File: config.mk
export PLATFORM = sky130hd
export DESIGN_NAME = dvr_rx_out
export DESIGN_NICKNAME = d
export VERILOG_FILES = /design/src/dvr_rx_out.v /design/src/dvr_chan.v
export VERILOG_INCLUDE_DIRS = /design/src
export SDC_FILE = /design/constraint.sdc
export NUM_CORES = 1
export LEC_CHECK = 0
export ABC_AREA = 1
export BUFFER_PORTS_ARGS = -buffer_cell sky130_fd_sc_hd__buf_2
export CAP_MARGIN = 5
export CORE_MARGIN = 2
export CORE_UTILIZATION = 54
export DETAILED_ROUTE_END_ITERATION = 8
export PLACE_DENSITY = 0.73
export SYNTH_ARGS = -nofsm -noshare
export SYNTH_HDL_FRONTEND = slang
export SYNTH_SLANG_ARGS = --single-unit
File: constraint.sdc
create_clock -name clk_i -period 8.5 [get_ports clk_i]
set_input_delay 0.425 -clock clk_i [delete_from_list [all_inputs] [get_ports clk_i]]
set_output_delay 0.425 -clock clk_i [all_outputs]
set_load 0.005 [all_outputs]
File: src/dvr_regs.vh
// Behaviour
// - Output clock period is one pixel time, or two in two-pixel mode.
// - Sync-detect high means link active, judged from display-enable transition spacing.
// - Sync-detect drops after about one million pixel times without transitions.
// - Sync-detect rises about 1600 pixel times after transitions resume.
// - Staggered two-pixel mode updates even bus quarter pixel after latching edge.
// - Invert low: valid about falling edge; high: about rising edge.
// - Main power-down low puts data, control and clock outputs in high impedance.
// - Output-drive power-down low tristates outputs while receiver keeps running.
// - Three channels are aligned with up to one pixel time of skew.
// - Ten serial bits form one pixel period of the link clock.
// - Display-enable high with pixel data, low with sync and control bits.
`ifndef DVR_REGS_VH
`define DVR_REGS_VH
`define DVR_CHAR_W 10
`define DVR_BYTE_W 8
`define DVR_PIX_W 24
`define DVR_CTRL_00 10'h354
`define DVR_CTRL_01 10'h0ab
`define DVR_CTRL_10 10'h154
`define DVR_CTRL_11 10'h2ab
`define DVR_LOSS_PIX 1000000
`define DVR_ACQ_PIX 1600
`define DVR_CNT_W 20
`define DVR_PER_W 8
`define DVR_QUARTER_SHIFT 2
`define DVR_PER_MAX 8'hff
`endif

File: src/dvr_rx_out.v
`timescale 1ns/10ps
`default_nettype none
`include "dvr_regs.vh"
module dvr_rx_out #(
  parameter [`DVR_CNT_W-1:0] LOSS_PIX = `DVR_LOSS_PIX,
  parameter [`DVR_CNT_W-1:0] ACQ_PIX = `DVR_ACQ_PIX
) (
  input wire clk_i,
  input wire rst_i,
  input wire link_clock_in_i,
  input wire [3*`DVR_CHAR_W-1:0] char_i,
  input wire [2:0] char_valid_i,
  input wire pixels_per_clock_select_i,
  input wire stagger_select_n_i,
  input wire output_clock_invert_i,
  input wire chip_power_down_n_i,
  input wire output_drive_down_n_i,
  output reg output_pixel_clock_o,
  output reg [`DVR_PIX_W-1:0] even_pixel_bus_o,
  output reg [`DVR_PIX_W-1:0] odd_pixel_bus_o,
  output reg display_enable_o,
  output reg hsync_o,
  output reg vsync_o,
  output reg [2:0] user_control_bits_o,
  output reg sync_detect_flag_o,
  output reg outputs_oe_n_o
);
  // Two-flop synchronisers for pins from outside the clock domain
  reg [1:0] lck_s_q, pix_s_q, stg_s_q, inv_s_q, pd_s_q, pdo_s_q;
  reg lck_d1_q;
  wire lck = lck_s_q[1];
  wire tick = lck & ~lck_d1_q;
  wire fall = ~lck & lck_d1_q;
  wire two_pix = pix_s_q[1];
  wire stagger_select_n = two_pix & ~stg_s_q[1];
  wire inv = inv_s_q[1];
  wire run = pd_s_q[1];

  wire [2:0] rdy;
  wire [2:0] isc;
  wire [3*`DVR_BYTE_W-1:0] pix;
  wire [5:0] ctl;
  wire emit = &rdy;

  genvar g;
  generate
    for (g = 0; g < 3; g = g + 1) begin : ch
      dvr_chan u_chan (
        .clk_i(clk_i),
        .rst_i(rst_i),
        .char_i(char_i[g*`DVR_CHAR_W +: `DVR_CHAR_W]),
        .valid_i(char_valid_i[g] & run),
        .emit_i(emit),
        .ready_o(rdy[g]),
        .pixel_o(pix[g*`DVR_BYTE_W +: `DVR_BYTE_W]),
        .ctrl_o(ctl[g*2 +: 2]),
        .is_ctrl_o(isc[g])
      );
    end
  endgenerate

  // Latest aligned pixel in red, green, blue order
  reg [`DVR_PIX_W-1:0] lat_pix_q, first_q, pend_q;
  reg lat_de_q, lat_hs_q, lat_vs_q;
  reg [2:0] lat_ctl_q;
  reg de_edge_q;
  reg phase_q, ock_q, ock_d1_q;
  reg [`DVR_PER_W-1:0] per_cnt_q, per_q, stg_cnt_q;
  reg stg_busy_q;
  reg [`DVR_CNT_W-1:0] idle_q, acq_q;
  reg seen_q;

  wire launch = ock_q & ~ock_d1_q;
  wire latch_edge = ~ock_q & ock_d1_q;
  wire [`DVR_PER_W-1:0] quarter = per_q >> `DVR_QUARTER_SHIFT;

  always @(posedge clk_i or posedge rst_i) begin
    if (rst_i) begin
      lck_s_q <= 2'b00;
      pix_s_q <= 2'b00;
      stg_s_q <= 2'b11;
      inv_s_q <= 2'b00;
      pd_s_q <= 2'b00;
      pdo_s_q <= 2'b00;
      lck_d1_q <= 1'b0;
    end else begin
      lck_s_q <= {lck_s_q[0], link_clock_in_i};
      pix_s_q <= {pix_s_q[0], pixels_per_clock_select_i};
      stg_s_q <= {stg_s_q[0], stagger_select_n_i};
      inv_s_q <= {inv_s_q[0], output_clock_invert_i};
      pd_s_q <= {pd_s_q[0], chip_power_down_n_i};
      pdo_s_q <= {pdo_s_q[0], output_drive_down_n_i};
      lck_d1_q <= lck;
    end
  end

  // Alignment result and display-enable decision
  always @(posedge clk_i or posedge rst_i) begin
    if (rst_i) begin
      lat_pix_q <= 24'h000000;
      lat_de_q <= 1'b0;
      lat_hs_q <= 1'b0;
      lat_vs_q <= 1'b0;
      lat_ctl_q <= 3'h0;
      de_edge_q <= 1'b0;
    end else begin
      de_edge_q <= 1'b0;
      if (emit) begin
        lat_de_q <= ~isc[0];
        de_edge_q <= (~isc[0]) ^ lat_de_q;
        if (!isc[0]) begin
          lat_pix_q <= {pix[2*`DVR_BYTE_W +: `DVR_BYTE_W], pix[`DVR_BYTE_W +: `DVR_BYTE_W],
                        pix[0 +: `DVR_BYTE_W]};
        end else begin
          lat_hs_q <= ctl[0];
          lat_vs_q <= ctl[1];
          lat_ctl_q <= {ctl[5:4], ctl[3]};
        end
      end
    end
  end

  // Output clock generation and pixel pairing
  always @(posedge clk_i or posedge rst_i) begin
    if (rst_i) begin
      phase_q <= 1'b0;
      ock_q <= 1'b0;
      ock_d1_q <= 1'b0;
      first_q <= 24'h000000;
      per_cnt_q <= 8'h00;
      per_q <= 8'h00;
    end else begin
      ock_d1_q <= ock_q;
      if (tick) begin
        per_q <= per_cnt_q;
        per_cnt_q <= 8'h01;
      end else if (per_cnt_q != `DVR_PER_MAX) begin
        per_cnt_q <= per_cnt_q + 8'h01;
      end
      if (!two_pix) begin
        ock_q <= lck;
        phase_q <= 1'b0;
      end else if (tick) begin
        phase_q <= ~phase_q;
        ock_q <= ~phase_q;
        // Pixel held at the raw-low tick opens the pair
        if (phase_q) begin
          first_q <= lat_pix_q;
        end
      end
    end
  end

  // Pixel, control and stagger outputs
  always @(posedge clk_i or posedge rst_i) begin
    if (rst_i) begin
      even_pixel_bus_o <= 24'h000000;
      odd_pixel_bus_o <= 24'h000000;
      display_enable_o <= 1'b0;
      hsync_o <= 1'b0;
      vsync_o <= 1'b0;
      user_control_bits_o <= 3'h0;
      pend_q <= 24'h000000;
      stg_busy_q <= 1'b0;
      stg_cnt_q <= 8'h00;
    end else begin
      if (launch) begin
        display_enable_o <= lat_de_q;
        hsync_o <= lat_hs_q;
        vsync_o <= lat_vs_q;
        user_control_bits_o <= lat_ctl_q;
        if (two_pix) begin
          odd_pixel_bus_o <= lat_pix_q;
          if (stagger_select_n) begin
            pend_q <= first_q;
          end else begin
            even_pixel_bus_o <= first_q;
          end
        end else begin
          even_pixel_bus_o <= lat_pix_q;
          odd_pixel_bus_o <= 24'h000000;
        end
      end
      if (stagger_select_n && latch_edge) begin
        stg_busy_q <= 1'b1;
        stg_cnt_q <= (quarter == 8'h00) ? 8'h01 : quarter;
      end else if (stg_busy_q) begin
        if (stg_cnt_q <= 8'h01) begin
          stg_busy_q <= 1'b0;
          even_pixel_bus_o <= pend_q;
        end else begin
          stg_cnt_q <= stg_cnt_q - 8'h01;
        end
      end
    end
  end

  // Clock polarity and output drive
  always @(posedge clk_i or posedge rst_i) begin
    if (rst_i) begin
      output_pixel_clock_o <= 1'b0;
      outputs_oe_n_o <= 1'b1;
    end else begin
      output_pixel_clock_o <= ock_q ^ inv;
      outputs_oe_n_o <= ~(run & pdo_s_q[1]);
    end
  end

  // Link activity from display-enable transition spacing
  always @(posedge clk_i or posedge rst_i) begin
    if (rst_i) begin
      idle_q <= 20'h00000;
      acq_q <= 20'h00000;
      seen_q <= 1'b0;
      sync_detect_flag_o <= 1'b0;
    end else if (!run) begin
      idle_q <= 20'h00000;
      acq_q <= 20'h00000;
      seen_q <= 1'b0;
      sync_detect_flag_o <= 1'b0;
    end else begin
      if (de_edge_q) begin
        idle_q <= 20'h00000;
        seen_q <= 1'b1;
      end else if (tick && idle_q < LOSS_PIX) begin
        idle_q <= idle_q + 20'h00001;
      end
      if (sync_detect_flag_o) begin
        acq_q <= 20'h00000;
        if (idle_q >= LOSS_PIX && !de_edge_q) begin
          sync_detect_flag_o <= 1'b0;
          seen_q <= 1'b0;
        end
      end else if (idle_q >= LOSS_PIX && !de_edge_q) begin
        acq_q <= 20'h00000;
        seen_q <= 1'b0;
      end else if (seen_q && acq_q >= ACQ_PIX) begin
        sync_detect_flag_o <= 1'b1;
      end else if (tick && seen_q) begin
        acq_q <= acq_q + 20'h00001;
      end
    end
  end
endmodule
`default_nettype wire

File: src/dvr_chan.v
`timescale 1ns/10ps
`default_nettype none
`include "dvr_regs.vh"
module dvr_chan (
  input wire clk_i,
  input wire rst_i,
  input wire [`DVR_CHAR_W-1:0] char_i,
  input wire valid_i,
  input wire emit_i,
  output wire ready_o,
  output reg [`DVR_BYTE_W-1:0] pixel_o,
  output reg [1:0] ctrl_o,
  output reg is_ctrl_o
);
  reg [`DVR_CHAR_W-1:0] hold_q;
  reg have_q;
  wire [`DVR_CHAR_W-1:0] cur;

  function [`DVR_BYTE_W-1:0] tmds_decode;
    input [`DVR_CHAR_W-1:0] c;
    reg [`DVR_BYTE_W-1:0] d;
    integer i;
    begin
      d = c[9] ? ~c[7:0] : c[7:0];
      tmds_decode[0] = d[0];
      for (i = 1; i < `DVR_BYTE_W; i = i + 1) begin
        tmds_decode[i] = c[8] ? (d[i] ^ d[i-1]) : ~(d[i] ^ d[i-1]);
      end
    end
  endfunction

  // Held character goes first; a fresh one then refills the slot
  assign ready_o = have_q | valid_i;
  assign cur = have_q ? hold_q : char_i;

  always @(posedge clk_i or posedge rst_i) begin
    if (rst_i) begin
      hold_q <= 10'h000;
      have_q <= 1'b0;
    end else if (emit_i) begin
      if (have_q && valid_i) begin
        hold_q <= char_i;
      end
      have_q <= have_q & valid_i;
    end else if (valid_i) begin
      hold_q <= char_i;
      have_q <= 1'b1;
    end
  end

  always @* begin
    pixel_o = tmds_decode(cur);
    is_ctrl_o = 1'b1;
    ctrl_o = 2'b00;
    case (cur)
      `DVR_CTRL_00: ctrl_o = 2'b00;
      `DVR_CTRL_01: ctrl_o = 2'b01;
      `DVR_CTRL_10: ctrl_o = 2'b10;
      `DVR_CTRL_11: ctrl_o = 2'b11;
      default: is_ctrl_o = 1'b0;
    endcase
  end
endmodule
`default_nettype wire

== Yosys cells after proc, flatten, opt, wreduce, memory -nomap -nowiden ==
Cells that the tools add are included.

* Word-level logic and storage cells: 244
* Output and inout bits: 57
* Bits of input ports: 41
* Register bits: 251

* Magnitude comparators: 4
* Eq/ne operators: 20
* Bitwise logic cells: 68
* $add $sub $neg: 4
* Multiplexer cells: 82
* Reductions and logical operators: 26

{| class="wikitable"
|+ Operator list
! operator !! count
|-
| $mux 24 || 7
|-
| $mux 20 || 8
|-
| $mux 10 || 12
|-
| $mux 8 || 8
|-
| $mux 1 || 43
|-
| $add 20x1->20 const B || 2
|-
| $eq 10x10->1 const B || 4
|-
| $eq 10x8->1 const B || 3
|-
| $eq 10x9->1 const B || 3
|-
| $not 1->1 || 28
|-
| $not 8->8 || 3
|-
| $xor 1x1->1 || 23
|-
| $ge 20x11->1 const B || 1
|-
| $ge 20x20->1 const B || 1
|-
| $lt 20x20->1 const B || 1
|-
| $pmux 2 s3 || 3
|-
| $and 1x1->1 || 11
|-
| $reduce_and 2->1 || 5
|-
| $reduce_bool 2->1 || 5
|-
| $reduce_and 3->1 || 3
|-
| $add 8x1->8 const B || 1
|-
| $le 8x1->1 const B || 1
|-
| $logic_and 1x1->1 || 8
|-
| $logic_not 8->1 || 1
|-
| other kinds (12) || 19
|}

== Depth between registers and ports, before layout ==
* Depth after elaboration: 8
* Gate-level depth with buffers: 13
* Depth with buffers taken out: 11

== Modules after synthesis ==
From an unflattened synthesis, not the netlist that was laid out.

* Cell total of the unflattened synthesis: 1562
* Area total of the unflattened synthesis: 12899.9 um2

{| class="wikitable"
|+ By module, submodules not included
! module !! cells each !! seq. area each (um2) !! times used !! area each (um2)
|-
| dvr_rx_out || 1097 || 5408.9 || 1 || 9638.0
|-
| dvr_chan || 155 || 275.3 || 3 || 1087.3
|}

== Worst setup path before layout ==
OpenSTA, ideal clock, no wires.

* Kind: register -> register
* Start: register stg_cnt_q[0]
* End: register stg_cnt_q[4]
* Arrival time: 1.616 ns
* Path buffers: 0
* Stages on the path, launching flop included: 8
* Setup time: 0.130 ns
* Slack: 6.754 ns
* Cell sequence: dfrtp_1 -> inv_1 -> ha_1 -> o21ai_0 -> o21ai_0 -> nand2_1 -> o211ai_1 -> o21ai_0

* Longest elaborated chain between the ends: 4

{| class="wikitable"
|+ RTL lines
! item !! line !! text
|-
| start, declared || dvr_rx_out.v:68 || <nowiki>reg [`DVR_PER_W-1:0] per_cnt_q, per_q, stg_cnt_q;</nowiki>
|-
| start signal, assigned || dvr_rx_out.v:186 || <nowiki>stg_cnt_q <= (quarter == 8'h00) ? 8'h01 : quarter;</nowiki>
|-
| start signal, assigned || dvr_rx_out.v:192 || <nowiki>stg_cnt_q <= stg_cnt_q - 8'h01;</nowiki>
|-
| $sub 8x1->8 || dvr_rx_out.v:192 ||
|-
| $mux 8 || dvr_rx_out.v:188 || <nowiki>if (stg_cnt_q <= 8'h01) begin</nowiki>
|-
| $mux 8 || dvr_rx_out.v:187 || <nowiki>end else if (stg_busy_q) begin</nowiki>
|-
| $mux 8 || dvr_rx_out.v:184 || <nowiki>if (stagger_select_n && latch_edge) begin</nowiki>
|}

Parallel ways exist; a longest one is shown, timed or not. The select of a mux whose other input is x is not followed.
A chain may end at the register's enable or synchronous reset.

== Worst setup path in the final report ==
* Start: register ch[1].u_chan.have_q
* End: register ch[2].u_chan.have_q

* Longest elaborated chain between the ends: 3

{| class="wikitable"
|+ RTL lines
! item !! line !! text
|-
| start, declared || dvr_chan.v:16 || <nowiki>reg have_q;</nowiki>
|-
| start signal, assigned || dvr_chan.v:44 || <nowiki>have_q <= have_q & valid_i;</nowiki>
|-
| $or 1x1->1 (*) || dvr_chan.v:33 || <nowiki>assign ready_o = have_q | valid_i;</nowiki>
|-
| $reduce_and 3->1 (*) || dvr_rx_out.v:43 || <nowiki>wire emit = &rdy;</nowiki>
|-
| $mux 1 / $reduce_bool 2->1 (equally long branches) || n/a ||
|-
| end signal, assigned || dvr_chan.v:44 ||
|-
| end, declared || dvr_chan.v:16 ||
|}

Mark *: on every way between the ends. The rest lies on a longest branch, timed or not.

==> results.json <==
{
  "drc": 0,
  "setup_viol": 0,
  "irDropWorstVdd_uv": 163,
  "synth_compound_area_share_pct": 14.8,
  "synth_top_family_by_area": "simple AND/OR/NAND/NOR gates",
  "synth_nets": 1565,
  "worst-slew-pin-transition_ns": 1.19,
  "dp_hpwl_um": 17700,
  "criticalPathCategory": "reg2reg",
  "antenna_cells": 0,
  "fmax_mhz": 355,
  "power_density_nw_per_um2": 316,
  "grt_pass1_wl_um": 45300,
  "placementRows": 54,
  "ys_seq_elements": 249,
  "drv_cap": 0,
  "cp_data_required_time_ns": 8.84,
  "grt.overflow.total": 0,
  "drt_pre_antenna_iters": 6,
  "clkLatencyLatePin_ns": 0.54,
  "yosys_warnings": 0,
  "die_y_um": 154,
  "vias": 9884,
  "wl_met3_um": 1320,
  "dieArea_sq_um": 23800,
  "cp-end-kind": "register",
  "wl_per_cell_um": 14.0,
  "start_util_pct": 55.5,
  "top_layer": "met4",
  "rsz0062_at_grt": "no",
  "antenna_found_initial": 0,
  "clockBufferDepth": 3,
  "status": "completed",
  "slew_violations": 0,
  "yosys.cell_types.count": 44,
  "final_cell_mix": "nand2_1 (362), dfrtp_1 (246), inv_1 (178)",
  "cts_root_buf": "clkbuf_16",
  "ant_nets": 0,
  "finalHoldViolations": 0,
  "cts_tree": "done",
  "synth-xor-area-share_pct": 3.59,
  "synth_ff_type": "dfrtp_1",
  "critPathLaunchType": "register",
  "final_common_cell": "nand2_1",
  "tritoncts.num_buffers": 27,
  "m1WireLength_um": 12900,
  "core_area_sq_um": 22000,
  "gp_congestion": 0.881,
  "synthCells": 1509,
  "drive_gt1_share_pct": 10.9,
  "synthAdderAreaFrac_pct": 1.54,
  "synthArstFlopShare_pct": 100,
  "pin_count": 98,
  "tns_ns": 0,
  "min-delay-path-class": "in2async",
  "dp_cells": 1829,
  "yosys.area_share.simple_pct": 20.5,
  "cts_resized": 0,
  "p_leak_nw": 6.91,
  "drt_iter0_drc": 735,
  "finClkSkew_ns": 0.0192,
  "layout.nets": 1640,
  "post-route-util_pct": 62.6,
  "wl_met2_um": 11500,
  "io_buffers": 97,
  "fin_crit_sh_pct": 33.1,
  "place_area_sq_um": 12800,
  "ys_seq_area_share_pct": 51.2,
  "grt_usage_pct": 22.8,
  "period_minus_slack_ns": 2.82,
  "critPathArrivalTime_ns": 3.15,
  "slew_headroom_pct": 20.5,
  "route.final.wire_length_um": 26400,
  "design_area_sq_um": 13700,
  "cts_sinks": 249,
  "syn_area_per_cell_sq_um": 8.08,
  "syn_to_final_growth_pct": 12.7,
  "hold_slack_ns": 0.0543,
  "synth_area_sq_um": 12200,
  "via_per_inst": 5.25,
  "cts_hold_buf": 6,
  "cts.clk_slew.worst_paths_ns": 0.06,
  "synthMuxAreaShare_pct": 0.0821,
  "die_w_um": 154,
  "cp_max_fo": 24,
  "synth_edf_count": 0,
  "grt_max_degree": 122,
  "grt_pass1_vias": 9179,
  "h-tree-depth": 1,
  "postCtsSetupBuffers": 0,
  "stdcell_count": 1884
}
[flip-flops by register name, summed over array words and instances, names as in the netlist, 2 cells and up]
name,count
inv_s_q,2
per_cnt_q,8
pdo_s_q,2
stg_cnt_q,8
pix_s_q,2
lat_ctl_q,3
idle_q,20
even_pixel_bus_o,24
pend_q,24
stg_s_q,2
ch.u_chan.hold_q,30
first_q,24
user_control_bits_o,3
per_q,6
pd_s_q,2
lat_pix_q,24
ch.u_chan.have_q,3
acq_q,20
lck_s_q,2
odd_pixel_bus_o,24
[cell families after synthesis]
family          Yosys count
simple gates            617
compound gates          324
buf+inv                 253
flops                   249
xor+xnor                 50
fa+ha+maj                15
mux                       1
[area by class of cell]
cell class / count / area (sq um)
fillers: 1876 / 8220
flip-flops and latches: 249 / 6230
multi-input cells: 1007 / 4940
clock buffers: 38 / 747
inverters: 187 / 709
repair buffers: 112 / 613
well taps: 280 / 350
clock inverters: 11 / 140
[cell usage after synthesis, types with 2 or more instances]
master    number  area [sq um]
a21boi_0       2          15.0
o21ai_1       25           125
xnor2_1       16           140
or2_2          8          50.1
buf_1          4          15.0
o21bai_1       2          15.0
xor2_1        34           298
and3_1         2          12.5
o21ai_2        2          17.5
buf_6          5          56.3
a31oi_1       27           169
nand2_1      362          1360
buf_4          3          22.5
nand4_1       10          62.6
inv_2          6          22.5
ha_1          15           188
clkbuf_1      39           146
inv_1        180           676
o21a_1         6          45.0
nand3b_1       2          15.0
buf_2         14          70.1
nor2_1       160           601
a21oi_1       84           420
dfrtp_1      246          6160
o31ai_1       25           188
o211ai_1       7          52.6
o21ai_4        2          32.5
nor3b_1        2          15.0
nor3_1        13          65.1
dfstp_2        3          78.8
nand3_2        2          20.0
o21ai_0      139           696
nand3_1       51           255
[worst paths after layout]
kind	start	endpoint	slack, ns	cells past startpoint
max	ch[1].u_chan.have_q$_DFFE_PP0P_	ch[2].u_chan.have_q$_DFFE_PP0P_	5.68	7
min	rst_i	per_cnt_q[1]$_DFFE_PP0P_	0.05	2
max reg2reg	ch[1].u_chan.have_q$_DFFE_PP0P_	ch[2].u_chan.have_q$_DFFE_PP0P_	5.68	7
min reg2reg	pix_s_q[0]$_DFF_PP0_	pix_s_q[1]$_DFF_PP0_	0.35	0
max in group asynchronous	rst_i	odd_pixel_bus_o[2]$_DFFE_PP0P_	6.83	3
min in group clk_i	char_i[27]	ch[2].u_chan.hold_q[7]$_DFFE_PP0P_	0.17	3
[stage by stage]
stage	power, mW	worst slack [ns]
detailed placement	3.18	5.71
floorplan	2.79	1.24
CTS	4.36	5.69
global route	4.67	5.29
global placement	3.11	5.81
finish	4.33	5.68
[where the power goes]
| part | leakage [nW] | switching (mW) | internal (mW) | total (mW) |
|---|---|---|---|---|
| logic | 3.31 | 0.863 | 0.527 | 1.39 |
| registers | 3.17 | 0.247 | 1.53 | 1.78 |
| clock network | 0.434 | 0.464 | 0.703 | 1.17 |
[worst max-delay path: stages (launching register included)]
cell and delay (ns):
dfrtp_1 0.74, inv_2 0.18, nand2_1 0.11, nand2_1 0.12, nor2_4 0.26, inv_2 0.09
o21bai_1 0.93, o21ai_0 0.20
[per-layer routing]
metal | global-route usage, % | vias to the layer above
met1 | 34.8 | 4609
met4 | 5.16 | 0
met2 | 34.6 | 236
met5 | 0 | -
met3 | 3.70 | 47
li1 | - | 4992
(Power assumes the default switching activity.)
